## config.mk

```make
export PLATFORM = sky130hd
export DESIGN_NAME = dtc_top
export DESIGN_NICKNAME = d
export VERILOG_FILES = /design/src/dtc_pkg.sv /design/src/dtc_top.sv
export SDC_FILE = /design/constraint.sdc
export NUM_CORES = 2
export LEC_CHECK = 0
export BUFFER_PORTS_ARGS = -buffer_cell sky130_fd_sc_hd__buf_2
export CORE_UTILIZATION = 59
export CTS_BUF_LIST = sky130_fd_sc_hd__clkbuf_8
export CTS_CLUSTER_DIAMETER = 40
export CTS_CLUSTER_SIZE = 30
export DETAILED_ROUTE_END_ITERATION = 10
export PLACE_DENSITY = 0.8
export SYNTH_ARGS = -nofsm -noshare
export SYNTH_HDL_FRONTEND = slang
export SYNTH_SLANG_ARGS = --single-unit
```

## constraint.sdc

```tcl
create_clock -name clk_i -period 9.9 [get_ports clk_i]
set_clock_uncertainty 0.15 [all_clocks]
set_input_delay 1.98 -clock clk_i [delete_from_list [all_inputs] [get_ports clk_i]]
set_output_delay 1.98 -clock clk_i [all_outputs]
set_load 0.05 [all_outputs]
```

## src/dtc_pkg.sv

```systemverilog
// Package for the discharge test and trip controller.
// Assumes a single 100 MHz clock and a classic Wishbone register slave.
package dtc_pkg;

   // ****************************************************************
   // Clock and timing
   // ****************************************************************
   localparam int CLK_HZ = 100000000;
   localparam int TICK_SEC = 1;
   localparam int TICK_CYCLES = CLK_HZ * TICK_SEC;
   localparam int WARN_SEC = 10;
   localparam int LOCK_SEC = 60;
   localparam int TIMER_MAX_SEC = 360000;

   // ****************************************************************
   // Widths and ceilings
   // ****************************************************************
   localparam int MW = 16;
   localparam int AW = 40;
   localparam logic [AW-1:0] CAP_MAX = 40'hFF_FFFF_FFFF;
   localparam logic [31:0] STRESS_FULL = 32'h0100_0000;
   localparam logic [31:0] STRESS_DECAY = 32'h0000_1000;
   localparam logic [31:0] FREQ_CAP_HD = 32'h0000_0001;
   localparam logic [15:0] SLEW_DIV = 16'h03E8;

   // ****************************************************************
   // Register byte offsets
   // ****************************************************************
   localparam logic [7:0] R_CTRL = 8'h00;
   localparam logic [7:0] R_STAT = 8'h04;
   localparam logic [7:0] R_FLOOR = 8'h08;
   localparam logic [7:0] R_VLIM = 8'h0C;
   localparam logic [7:0] R_ILIM = 8'h10;
   localparam logic [7:0] R_TIME = 8'h14;
   localparam logic [7:0] R_WH = 8'h18;
   localparam logic [7:0] R_AH = 8'h1C;
   localparam logic [7:0] R_STRESS = 8'h20;
   localparam logic [7:0] R_LVLA = 8'h24;
   localparam logic [7:0] R_LVLB = 8'h28;
   localparam logic [7:0] R_RANGE = 8'h2C;
   localparam logic [7:0] R_FREQ = 8'h30;
   localparam logic [7:0] R_SLEW = 8'h34;

   // Control command bits (write one to act); C_MODE is the low bit of a two-bit mode field, loaded when bit C_MODE+2 is set.
   localparam int C_RUN = 0;
   localparam int C_STOP = 1;
   localparam int C_CLR = 2;
   localparam int C_HD_ACK = 3;
   localparam int C_ND = 4;
   localparam int C_ON = 5;
   localparam int C_OFF = 6;
   localparam int C_MODE = 8;

   typedef enum logic [1:0] {MODE_CC, MODE_CV, MODE_CR, MODE_CP} dtc_mode_e;

   typedef struct packed {
      logic [MW-1:0] volt;
      logic [MW-1:0] curr;
   } dtc_meas_s;

endpackage

```

## src/dtc_top.sv

```systemverilog
// Discharge test, protection limits and high-dissipation stress control.
// Assumes meter readings arrive already synchronous to clk_i.
`timescale 1ns/1ps
module dtc_top #(
   parameter int TICK_CYC = dtc_pkg::TICK_CYCLES,
   parameter logic [31:0] STRESS_LIM = dtc_pkg::STRESS_FULL,
   parameter logic [15:0] RANGE_HI_MAX = 16'hFFFF,
   parameter logic [15:0] RANGE_LO_MAX = 16'h0FFF
) (
   // Clock and reset.
   input wire logic clk_i,
   input wire logic rst_i,
   // Wishbone slave.
   input wire logic wb_cyc_i,
   input wire logic wb_stb_i,
   input wire logic wb_we_i,
   input wire logic [7:0] wb_adr_i,
   input wire logic [3:0] wb_sel_i,
   input wire logic [31:0] wb_dat_i,
   output logic [31:0] wb_dat_o,
   output logic wb_ack_o,
   // Meter path.
   input wire dtc_pkg::dtc_meas_s meas_i,
   input wire logic [31:0] freq_req_i,
   input wire logic [15:0] slew_req_i,
   // Load controls.
   output logic load_on_o,
   output logic fan_full_o,
   output logic fault_o,
   output logic lim_armed_o,
   output logic stress_warn_o,
   output logic [31:0] freq_o,
   output logic [15:0] slew_o
);
   import dtc_pkg::*;

   // ****************************************************************
   // Registers and state
   // ****************************************************************
   // Sixty seconds at the full clock rate does not fit 32 bits, so the lockout count is wider.
   localparam logic [31:0] WARN_CYC = 32'(64'(TICK_CYC) * 64'(WARN_SEC));
   localparam logic [39:0] LOCK_CYC = 40'(64'(TICK_CYC) * 64'(LOCK_SEC));

   dtc_mode_e mode;
   logic range_hi;
   logic [15:0] lvl_a [4];
   logic [15:0] lvl_b [4];
   logic [15:0] floor_v, v_lim, i_lim;
   logic running, hd_mode, tripped;
   logic [31:0] tick_cnt;
   logic tick;
   logic [31:0] elapsed;
   logic [AW-1:0] wh_acc, ah_acc;
   logic [31:0] stress, warn_cnt;
   logic [39:0] lock_cnt;
   logic [31:0] power;
   logic [31:0] stress_pct;
   logic wr, rd_ack_go;
   logic [31:0] cmd;
   logic below_floor, over_v, over_i;
   logic [15:0] range_max;

   assign wr = wb_cyc_i && wb_stb_i && wb_we_i && !wb_ack_o && wb_sel_i[0];
   assign rd_ack_go = wb_cyc_i && wb_stb_i && !wb_ack_o;
   assign cmd = (wr && wb_adr_i == R_CTRL) ? wb_dat_i : 32'h0000_0000;
   assign power = meas_i.volt * meas_i.curr;
   assign range_max = range_hi ? RANGE_HI_MAX : RANGE_LO_MAX;
   assign below_floor = meas_i.volt < floor_v;
   assign over_v = (v_lim != 16'h0000) && (meas_i.volt > v_lim);
   assign over_i = (i_lim != 16'h0000) && (meas_i.curr > i_lim);
   assign stress_pct = 32'((64'(stress) * 64'd100) / 64'(STRESS_LIM));

   // One-second tick from a divider; the timer, meters and stress run on this enable.
   always_ff @(posedge clk_i) begin
      if (rst_i || tick_cnt == 32'(TICK_CYC - 1)) begin
         tick_cnt <= 32'h0000_0000;
      end else begin
         tick_cnt <= tick_cnt + 32'h0000_0001;
      end
   end
   assign tick = (tick_cnt == 32'(TICK_CYC - 1));

   // ****************************************************************
   // Wishbone slave: one-cycle ack, unmapped reads give zero.
   // ****************************************************************
   always_ff @(posedge clk_i) begin
      if (rst_i) begin
         wb_ack_o <= 1'b0;
         wb_dat_o <= 32'h0000_0000;
      end else begin
         wb_ack_o <= rd_ack_go;
         if (wb_adr_i == R_STAT) begin
            wb_dat_o <= {24'h000000, lim_armed_o, stress_warn_o, tripped, hd_mode,
                         fault_o, running, load_on_o, 1'b0};
         end else if (wb_adr_i == R_CTRL) begin
            wb_dat_o <= {22'h0, mode, 8'h00};
         end else if (wb_adr_i == R_FLOOR) begin
            wb_dat_o <= {16'h0000, floor_v};
         end else if (wb_adr_i == R_VLIM) begin
            wb_dat_o <= {16'h0000, v_lim};
         end else if (wb_adr_i == R_ILIM) begin
            wb_dat_o <= {16'h0000, i_lim};
         end else if (wb_adr_i == R_TIME) begin
            wb_dat_o <= elapsed;
         end else if (wb_adr_i == R_WH) begin
            wb_dat_o <= wh_acc[AW-1:AW-32];
         end else if (wb_adr_i == R_AH) begin
            wb_dat_o <= ah_acc[AW-1:AW-32];
         end else if (wb_adr_i == R_STRESS) begin
            wb_dat_o <= stress_pct;
         end else if (wb_adr_i == R_LVLA) begin
            wb_dat_o <= {16'h0000, lvl_a[mode]};
         end else if (wb_adr_i == R_LVLB) begin
            wb_dat_o <= {16'h0000, lvl_b[mode]};
         end else if (wb_adr_i == R_RANGE) begin
            wb_dat_o <= {31'h0, range_hi};
         end else begin
            wb_dat_o <= 32'h0000_0000;
         end
      end
   end

   // Settings written by software.
   always_ff @(posedge clk_i) begin
      if (rst_i) begin
         floor_v <= 16'h0000;
         v_lim <= 16'h0000;
         i_lim <= 16'h0000;
         mode <= MODE_CC;
      end else if (wr) begin
         if (wb_adr_i == R_FLOOR) begin
            floor_v <= wb_dat_i[15:0];
         end else if (wb_adr_i == R_VLIM) begin
            v_lim <= wb_dat_i[15:0];
         end else if (wb_adr_i == R_ILIM) begin
            i_lim <= wb_dat_i[15:0];
         end else if (wb_adr_i == R_CTRL && wb_dat_i[C_MODE+2]) begin
            mode <= dtc_mode_e'(wb_dat_i[C_MODE+1:C_MODE]);
         end
      end
   end

   // ****************************************************************
   // Levels: one pair per mode, clamped on range change.
   // ****************************************************************
   // per-mode levels
   always_ff @(posedge clk_i) begin
      if (rst_i) begin
         range_hi <= 1'b1;
         for (int m = 0; m < 4; m++) begin
            lvl_a[m] <= 16'h0000;
            lvl_b[m] <= 16'h0000;
         end
      end else if (wr && wb_adr_i == R_RANGE) begin
         range_hi <= wb_dat_i[0];
         for (int m = 0; m < 4; m++) begin
            if (lvl_a[m] > (wb_dat_i[0] ? RANGE_HI_MAX : RANGE_LO_MAX)) begin
               lvl_a[m] <= wb_dat_i[0] ? RANGE_HI_MAX : RANGE_LO_MAX;
            end
            if (lvl_b[m] > (wb_dat_i[0] ? RANGE_HI_MAX : RANGE_LO_MAX)) begin
               lvl_b[m] <= wb_dat_i[0] ? RANGE_HI_MAX : RANGE_LO_MAX;
            end
         end
      end else if (wr && wb_adr_i == R_LVLA) begin
         lvl_a[mode] <= (wb_dat_i[15:0] > range_max) ? range_max : wb_dat_i[15:0];
      end else if (wr && wb_adr_i == R_LVLB) begin
         lvl_b[mode] <= (wb_dat_i[15:0] > range_max) ? range_max : wb_dat_i[15:0];
      end
   end

   // ****************************************************************
   // Load input, run state and faults
   // ****************************************************************
   // Every off cause is checked before any on request, so protection wins.
   always_ff @(posedge clk_i) begin
      if (rst_i) begin
         load_on_o <= 1'b0;
         running <= 1'b0;
         fault_o <= 1'b0;
      end else begin
         if (over_v || over_i) begin
            fault_o <= 1'b1;
         end else if (cmd[C_ON] || cmd[C_RUN]) begin
            fault_o <= 1'b0;
         end
         if (wr && wb_adr_i == R_RANGE) begin
            load_on_o <= 1'b0;
            running <= 1'b0;
         end else if (over_v || over_i || (tripped && lock_cnt == LOCK_CYC)) begin
            load_on_o <= 1'b0;
            running <= 1'b0;
         end else if (running && below_floor) begin
            load_on_o <= 1'b0;
            running <= 1'b0;
         end else if (load_on_o && below_floor) begin
            load_on_o <= 1'b0;
         end else if (cmd[C_STOP] || cmd[C_OFF]) begin
            load_on_o <= 1'b0;
            running <= 1'b0;
         end else if (cmd[C_RUN] && mode != MODE_CV && !tripped && !below_floor) begin
            load_on_o <= 1'b1;
            running <= 1'b1;
         end else if (cmd[C_ON] && !tripped && !below_floor) begin
            load_on_o <= 1'b1;
         end
      end
   end

   // ****************************************************************
   // Timer and capacity meters
   // ****************************************************************
   // seconds timer
   always_ff @(posedge clk_i) begin
      if (rst_i || cmd[C_CLR]) begin
         elapsed <= 32'h0000_0000;
         wh_acc <= '0;
         ah_acc <= '0;
      end else if (running && tick) begin
         if (elapsed != 32'(TIMER_MAX_SEC)) begin
            elapsed <= elapsed + 32'h0000_0001;
         end
         wh_acc <= (CAP_MAX - wh_acc < AW'(power)) ? CAP_MAX : wh_acc + AW'(power);
         ah_acc <= (CAP_MAX - ah_acc < AW'(meas_i.curr)) ? CAP_MAX : ah_acc + AW'(meas_i.curr);
      end
   end

   // ****************************************************************
   // High-dissipation mode, stress, warning, trip and lockout
   // ****************************************************************
   // acknowledged entry
   always_ff @(posedge clk_i) begin
      if (rst_i || cmd[C_ND]) begin
         hd_mode <= 1'b0;
      end else if (cmd[C_HD_ACK]) begin
         hd_mode <= 1'b1;
      end
   end

   always_ff @(posedge clk_i) begin
      if (rst_i) begin
         stress <= 32'h0000_0000;
      end else if (tick) begin
         if (hd_mode && load_on_o && power != 32'h0000_0000) begin
            stress <= (STRESS_LIM - stress < power) ? STRESS_LIM : stress + power;
         end else begin
            stress <= (stress < STRESS_DECAY) ? 32'h0000_0000 : stress - STRESS_DECAY;
         end
      end
   end

   // warn then trip
   // Load off, leaving high mode or stress below the limit restarts the wait, giving the user time to back off.
   always_ff @(posedge clk_i) begin
      if (rst_i) begin
         stress_warn_o <= 1'b0;
         warn_cnt <= 32'h0000_0000;
      end else if (hd_mode && load_on_o && stress >= STRESS_LIM) begin
         stress_warn_o <= 1'b1;
         if (warn_cnt != WARN_CYC) begin
            warn_cnt <= warn_cnt + 32'h0000_0001;
         end
      end else begin
         stress_warn_o <= 1'b0;
         warn_cnt <= 32'h0000_0000;
      end
   end

   always_ff @(posedge clk_i) begin
      if (rst_i) begin
         tripped <= 1'b0;
         lock_cnt <= 40'h00_0000_0000;
      end else if (!tripped && warn_cnt == WARN_CYC) begin
         tripped <= 1'b1;
         lock_cnt <= LOCK_CYC;
      end else if (tripped) begin
         if (lock_cnt == 40'h00_0000_0001) begin
            tripped <= 1'b0;
         end
         lock_cnt <= lock_cnt - 40'h00_0000_0001;
      end
   end

   always_ff @(posedge clk_i) begin
      if (rst_i) begin
         lim_armed_o <= 1'b0;
         fan_full_o <= 1'b0;
         freq_o <= 32'h0000_0000;
         slew_o <= 16'h0000;
      end else begin
         lim_armed_o <= (v_lim != 16'h0000) || (i_lim != 16'h0000);
         fan_full_o <= hd_mode;
         freq_o <= (hd_mode && freq_req_i > FREQ_CAP_HD) ? FREQ_CAP_HD : freq_req_i;
         slew_o <= hd_mode ? (slew_req_i / SLEW_DIV) : slew_req_i;
      end
   end

endmodule

```

Yosys cells after proc, flatten, opt, wreduce, memory -nomap -nowiden
Memories as Yosys holds them, arrays and structs flattened. A register that Yosys moved wholly into a read port is not among the register bits.
Cells that the tools add are included.
{"block": "word_totals", "regBits": 388, "ram_bits": 128, "wordCells": 251, "in_bits": 129, "mem_count": 2}
{"block": "classes", "bitwise": 13, "order_cmp": 18, "n_reduce_logical": 61, "mul": 2, "addsub": 11, "div_mod_pow": 1, "mux": 96, "eq_ne": 18}
{"memory": "lvl_a", "depth": 4, "width": 16, "read_ports": 5, "rd_ports_with_merged_regs": 1, "wr": 4, "line": "dtc_top.sv:46", "source": "logic [15:0] lvl_a [4];"}
{"memory": "lvl_b", "depth": 4, "width": 16, "read_ports": 5, "rd_ports_with_merged_regs": 1, "wr": 4, "line": "dtc_top.sv:47", "source": "logic [15:0] lvl_b [4];"}
{"op": "2-to-1 mux 16 bit", "count": 20}
{"op": "2-to-1 mux 32 bit", "count": 6}
{"op": "greater-than comparator 16 bit", "count": 11}
{"op": "adder 32 x 1 -> 32 bit, second input constant", "count": 3}
{"op": "2-to-1 mux 40 bit", "count": 2}
{"op": "subtractor 40 bit, first input constant", "count": 2}
{"op": "2-to-1 mux 33 bit", "count": 2}
{"op": "2-to-1 mux 1 bit", "count": 57}
{"op": "adder 40 x 16 -> 40 bit", "count": 1}
{"op": "adder 40 x 32 -> 40 bit", "count": 1}
{"op": "equality test 40 x 1 -> 1 bit, second input constant", "count": 1}
{"op": "equality test 40 x 33 -> 1 bit, second input constant", "count": 1}
{"op": "less-than comparator 40 x 16 -> 1 bit", "count": 1}
{"op": "less-than comparator 40 x 32 -> 1 bit", "count": 1}
{"op": "subtractor 40 x 1 -> 40 bit, second input constant", "count": 1}
{"op": "multiplier 32 x 5 -> 37 bit, second input constant", "count": 1}
{"op": "adder 32 bit", "count": 1}
{"op": "equality test 32 x 27 -> 1 bit, second input constant", "count": 1}
{"op": "equality test 32 x 30 -> 1 bit, second input constant", "count": 1}
{"op": "equality test 8 x 5 -> 1 bit, second input constant", "count": 4}
{"op": "equality test 8 x 6 -> 1 bit, second input constant", "count": 4}
{"op": ">= comparator 32 x 25 -> 1 bit, second input constant", "count": 1}
{"op": "greater-than comparator 32 x 1 -> 1 bit, second input constant", "count": 1}
{"op": "less-than comparator 32 x 13 -> 1 bit, second input constant", "count": 1}
{"op": "33 further kinds", "count": 95}

Depth between registers and ports, before layout
{"block": "logic_depth", "depth_word": 13, "depth_mapped": 41}

Worst setup path before layout
Ideal clock, no wire load.
{"block": "synth_path", "kind": "input-to-reg", "start": "input port meas_i[24] (netlist name)", "end": "register wh_acc[34]", "cell_stages": 36, "setup_slack_ps": -453, "setup_ps": 138, "required_ps": 9612, "n_path_buf": 2, "t_arrival_ps": 10065, "cell_sequence": "clkbuf_1 > nand2_1 > fa_1 > inv_1 > fa_1 > inv_1 > fa_1 > fa_1 > inv_1 > fa_1 > fa_1 > ha_1 > a21o_1 > a21o_1 > a211o_1 > a21oi_1 > o31ai_1 > a21o_1 > a21oi_1 > xnor2_1 > inv_1 > ha_1 > a21oi_1 > nor2b_1 > o21ai_0 > nand2b_1 > or3_1 > o211ai_1 > a31oi_1 > a41oi_1 > a21oi_1 > or2_2 > clkbuf_1 > a31o_2 > a21oi_1 > a311oi_1"}
{"block": "synth_via", "elab_chain_len": 3, "word_cells_on_any_way": 4, "cone_classes": "1 x add/sub; 1 x mul; 1 x order compare; 1 x mux"}
{"element": "from (decl)", "line": "dtc_top.sv:23", "source": "input wire dtc_pkg::dtc_meas_s meas_i,"}
{"element": "multiplier 16 x 16 -> 32 bit *", "line": "dtc_top.sv:66", "source": "assign power = meas_i.volt * meas_i.curr;"}
{"element": "adder 40 x 32 -> 40 bit / less-than comparator 40 x 32 -> 1 bit (equally long branches)", "line": "dtc_top.sv:222", "source": "wh_acc <= (CAP_MAX - wh_acc < AW'(power)) ? CAP_MAX : wh_acc + AW'(power);"}
{"element": "2-to-1 mux 40 bit *", "line": "dtc_top.sv:222"}
{"element": "to (signal assigned)", "line": "dtc_top.sv:222"}
{"element": "to (decl)", "line": "dtc_top.sv:53", "source": "logic [AW-1:0] wh_acc, ah_acc;"}
Every way passes the cells marked *; elsewhere a longest branch is shown, timed or not.
A chain may end at the register's enable or synchronous reset.

Worst setup path after layout
{"block": "layout_path", "start": "input port meas_i[3] (netlist name)", "end": "register wh_acc[4]"}
Same word-level chain as after synthesis.

==> metrics.txt <==
# TYPE chip_impl_metric gauge
chip_impl_info{name="run_status",value="finished clean"} 1
chip_impl_metric{name="synth.yosys.warnings",unit=""} 0
chip_impl_metric{name="finalCritPeriodShare",unit="%"} 97.4
chip_impl_metric{name="core_region_area",unit="sq um"} 71400
chip_impl_metric{name="synth_area_in_xor_xnor",unit="%"} 5.58
chip_impl_metric{name="io_buffer_count",unit=""} 195
chip_impl_metric{name="hpwl",unit="um"} 99700
chip_impl_metric{name="vias_in_the_first_global_route",unit=""} 37800
chip_impl_metric{name="fillCellCount",unit=""} 5702
chip_impl_metric{name="worst_path_required_time",unit="ps"} 10280
chip_impl_metric{name="die-area",unit="sq um"} 73100
chip_impl_metric{name="mappedNetlistNets",unit=""} 5736
chip_impl_info{name="clock_tree.root_cell",value="sky130_fd_sc_hd__clkbuf_8"} 1
chip_impl_metric{name="synth_top_cell_area_share",unit="%"} 18.4
chip_impl_metric{name="yosys.cell_types.count",unit=""} 105
chip_impl_info{name="post_synth_main_area_contributors",value="sky130_fd_sc_hd__dfxtp_1 (18%), sky130_fd_sc_hd__ha_1 (14%), sky130_fd_sc_hd__fa_1 (11%), sky130_fd_sc_hd__edfxtp_1 (9.0%), sky130_fd_sc_hd__inv_1 (5.0%)"} 1
chip_impl_metric{name="drtAntennaViolNets",unit=""} 0
chip_impl_metric{name="postSynthAreaPerCell",unit="sq um"} 8.68
chip_impl_metric{name="synth.yosys.seq_area_share",unit="%"} 27.4
chip_impl_metric{name="r2r.worst_path.cells",unit=""} 22
chip_impl_metric{name="slew-limit-headroom",unit="%"} 14.0
chip_impl_metric{name="synth.ff_latch_count",unit=""} 518
chip_impl_metric{name="cp_num_cells",unit=""} 37
chip_impl_metric{name="io-pin-count",unit=""} 215
chip_impl_metric{name="cts-htree-levels",unit=""} 3
chip_impl_metric{name="setup_viol",unit=""} 0
chip_impl_metric{name="drive_gt1_share",unit="%"} 14.8
chip_impl_metric{name="layout-area-overhead-vs-synth",unit="%"} 14.5
chip_impl_metric{name="syn_area",unit="sq um"} 42500
chip_impl_info{name="critical-path-slowest-cell",value="sky130_fd_sc_hd__fa_1"} 1
chip_impl_metric{name="share_of_synthesized_cell_area_in_full_adder_half_adder_and_majority_cells",unit="%"} 25.0
chip_impl_metric{name="numCtsBuffers",unit=""} 81
chip_impl_metric{name="time_the_final_worst_path_needs_with_i_o_delays_and_setup",unit="ps"} 9650
chip_impl_metric{name="tritoncts_num_sinks",unit=""} 518
chip_impl_metric{name="max_freq",unit="MHz"} 104
chip_impl_metric{name="synth_async_sr_flop_share",unit="%"} 0
chip_impl_metric{name="clock_tree.buffer_depth",unit=""} 3
chip_impl_metric{name="layout.cell_area.non_filler",unit="sq um"} 48700
chip_impl_info{name="crit_path_start_kind",value="input pin"} 1
chip_impl_metric{name="timing.critical_path.slowest_cell_delay",unit="ps"} 550
chip_impl_info{name="synthFlopType",value="sky130_fd_sc_hd__dfxtp_1"} 1
chip_impl_metric{name="antenna_found_initial",unit=""} 6
chip_impl_metric{name="first_pass_iters",unit=""} 9
chip_impl_metric{name="routed_wirelength",unit="um"} 130000
chip_impl_metric{name="drc",unit=""} 0
chip_impl_metric{name="pin_count_of_the_biggest_net_entering_global_routing",unit=""} 86
chip_impl_metric{name="drt-initial-drc-count",unit=""} 3829
chip_impl_metric{name="timing.hold.worst_path_depth",unit=""} 1
chip_impl_info{name="crit_type",value="input pin to flip-flop"} 1
chip_impl_metric{name="worst-path-max-fanout",unit=""} 23
chip_impl_metric{name="tightest_slew",unit="ps"} 1280
chip_impl_metric{name="finalHoldViolations",unit=""} 0
chip_impl_metric{name="groute.usage.overall",unit="%"} 35.1
chip_impl_metric{name="simple_gate_area_share_of_the_yosys_netlist",unit="%"} 18.7
chip_impl_metric{name="post_synth_inst_count",unit=""} 4896
chip_impl_metric{name="remaining_global_route_overflow",unit=""} 0
chip_impl_metric{name="vias_post_dr",unit=""} 38400
chip_impl_info{name="combinational_family_with_the_most_area_after_synthesis",value="adder cells"} 1
chip_impl_metric{name="timing.final.max_slew_violations",unit=""} 0
chip_impl_metric{name="die_height",unit="um"} 270
chip_impl_info{name="cts_tree",value="built"} 1
chip_impl_metric{name="vias_per_cell",unit=""} 6.08
chip_impl_metric{name="lkg_pwr",unit="nW"} 22.1
chip_impl_metric{name="routabilityCongestion",unit=""} 1.04
chip_impl_metric{name="maxCapViolCount",unit=""} 0
chip_impl_metric{name="dpl_cell_area",unit="sq um"} 46300
chip_impl_metric{name="num-nets-final",unit=""} 6133
chip_impl_metric{name="path_buf_inv",unit=""} 12
chip_impl_info{name="hold_path_class",value="flip-flop to flip-flop"} 1
chip_impl_metric{name="placementRows",unit=""} 98
chip_impl_metric{name="path_clk_slew",unit="ps"} 70
chip_impl_metric{name="clkLatencyLatePin",unit="ps"} 750
chip_impl_info{name="cp_top_family",value="adder cells"} 1
chip_impl_metric{name="synth_compound_gate_area_share",unit="%"} 14.7
chip_impl_metric{name="global_route_wire_length_before_repair",unit="um"} 204000
chip_impl_metric{name="crit_path_arrival_time",unit="ps"} 10030
chip_impl_metric{name="worst_hold_slack",unit="ps"} 299
chip_impl_metric{name="floorplan.die.width",unit="um"} 270
chip_impl_metric{name="initial_core_utilization",unit="%"} 59.6
chip_impl_metric{name="irDropWorstVdd",unit="V"} 0.000806
chip_impl_metric{name="multiplexer_fraction_of_the_synthesized_cell_area",unit="%"} 2.08
chip_impl_metric{name="postCtsHoldBufs",unit=""} 0
chip_impl_metric{name="powerDensity",unit="nW/um^2"} 415
chip_impl_metric{name="routed_wire_length_per_instance",unit="um"} 20.6
chip_impl_metric{name="number_of_flops_mapped_to_enable_cells_by_yosys",unit=""} 128
chip_impl_info{name="synth.largest_area_cell",value="sky130_fd_sc_hd__dfxtp_1"} 1
chip_impl_info{name="endpoint_kind",value="flip-flop"} 1
area by class of cell:
| cell class | count | area (sq um) | share of cell area (%) |
|---|---|---|---|
| multi-input cells | 3635 | 28300 | 58.2 |
| repair buffers | 490 | 3280 | 6.74 |
| clock buffers | 85 | 1170 | 2.40 |
| clock inverters | 64 | 910 | 1.87 |
| diodes | 2 | 5.00 | 0.0103 |
| well taps | 950 | 1190 | 2.44 |
| inverters | 567 | 2130 | 4.37 |
| flip-flops and latches | 518 | 11700 | 23.9 |
report_power, final:
group	switching, mW	internal, mW	total, mW
clock network	1.09	1.22	2.31
logic	8.34	7.36	15.7
registers	0.0160	2.19	2.21
total	9.44	10.8	20.2
path summary, 6_finish.rpt:
check,start,endpoint,slack [ps]
worst max-delay path,meas_i[3],wh_acc[4],250
worst min-delay path,wb_ack_o,wb_ack_o,300
worst max register to register,stress[5],wb_dat_o[9],3780
worst min register to register,wb_ack_o,wb_ack_o,300
per-layer routing:
layer	global-route usage [%]	vias up	share of wire, %
met5	0	-	0.010
met4	17.6	2	5.4
met3	7.30	437	9.6
met2	57.6	1912	47
met1	43.8	18300	38
li1	-	17700	-
placed cells by master (no fill, tap or decap), types with 27 or more instances in the layout:
master	instances
sky130_fd_sc_hd__edfxtp_1	128
sky130_fd_sc_hd__nor2_1	347
sky130_fd_sc_hd__nor2b_1	42
sky130_fd_sc_hd__xnor2_1	147
sky130_fd_sc_hd__nor4_1	53
sky130_fd_sc_hd__fa_1	223
sky130_fd_sc_hd__nor3_1	99
sky130_fd_sc_hd__mux4_2	32
sky130_fd_sc_hd__a21oi_1	270
sky130_fd_sc_hd__nand4_1	98
sky130_fd_sc_hd__or2_2	27
sky130_fd_sc_hd__buf_2	193
sky130_fd_sc_hd__a211oi_1	47
sky130_fd_sc_hd__a22oi_1	27
sky130_fd_sc_hd__o21ai_0	255
sky130_fd_sc_hd__or3_1	40
sky130_fd_sc_hd__and2_1	96
sky130_fd_sc_hd__a21o_1	79
sky130_fd_sc_hd__ha_1	486
sky130_fd_sc_hd__xor2_1	117
sky130_fd_sc_hd__and3_1	80
sky130_fd_sc_hd__inv_1	561
sky130_fd_sc_hd__buf_4	282
sky130_fd_sc_hd__nand2b_1	37
sky130_fd_sc_hd__dfxtp_1	389
sky130_fd_sc_hd__clkbuf_8	85
sky130_fd_sc_hd__nand3_1	113
sky130_fd_sc_hd__nand2_1	505
Yosys cell counts, types with 30 or more instances:
cell type	number
sky130_fd_sc_hd__xnor2_1	151
sky130_fd_sc_hd__ha_1	488
sky130_fd_sc_hd__clkbuf_1	159
sky130_fd_sc_hd__xor2_1	120
sky130_fd_sc_hd__a21oi_1	280
sky130_fd_sc_hd__a21o_1	79
sky130_fd_sc_hd__dfxtp_1	390
sky130_fd_sc_hd__or3_1	41
sky130_fd_sc_hd__and3_1	80
sky130_fd_sc_hd__nor3_1	101
sky130_fd_sc_hd__nand2_1	508
sky130_fd_sc_hd__edfxtp_1	128
sky130_fd_sc_hd__nand2b_1	37
sky130_fd_sc_hd__nand3_1	113
sky130_fd_sc_hd__fa_1	223
sky130_fd_sc_hd__nor2_1	353
sky130_fd_sc_hd__nor4_1	54
sky130_fd_sc_hd__inv_1	566
sky130_fd_sc_hd__a211oi_1	48
sky130_fd_sc_hd__nor2b_1	43
sky130_fd_sc_hd__and2_1	96
sky130_fd_sc_hd__nand4_1	98
sky130_fd_sc_hd__a22oi_1	30
sky130_fd_sc_hd__o21ai_0	262
sky130_fd_sc_hd__mux4_2	32
repair_timing:
item                                    in CTS  in global routing
hold endpoints to repair                     0                  0
setup buffers                                0                  9
endpoints found under the setup margin       0                 72
resized for setup                            0                 65
flip-flops by register name, indices dropped and copies added, names as in the netlist, 32 cells and up, named ones only:
register and flops:
freq_o 32, lvl_a 64, ah_acc 40, tick_cnt 32
wh_acc 40, lvl_b 64, elapsed 32, warn_cnt 32
lock_cnt 40, wb_dat_o 32, stress 32
stage by stage:
stage / setup slack, ps / cells / TNS (ps) / util [%] / power, mW
global placement: -513 / 6150 / -27950 / 64.8 / 16.7
detailed placement: -612 / 6150 / -34800 / 64.8 / 17.0
finish: 255 / 6311 / 0 / 68.2 / 20.2
global route: -71.2 / 6311 / -823 / 68.2 / 21.5
floorplan: 14.4 / 4896 / 0 / - / 10.2
CTS: 51.8 / 6299 / 0 / 67.8 / 19.4
kinds of logic (layout without fill, tap and decap cells):
kind of cell | count (synthesis) | after routing
AND/OR/NAND/NOR | 1624 | 1624
multiplexers | 48 | 48
buffers and inverters | 743 | 1206
adder cells (fa/ha/maj) | 715 | 715
AO/OA/AOI/OAI | 977 | 977
flip-flops | 518 | 518
XOR/XNOR | 271 | 271
other | 0 | 2
No activity file was read; power rests on OpenSTA's default activity.
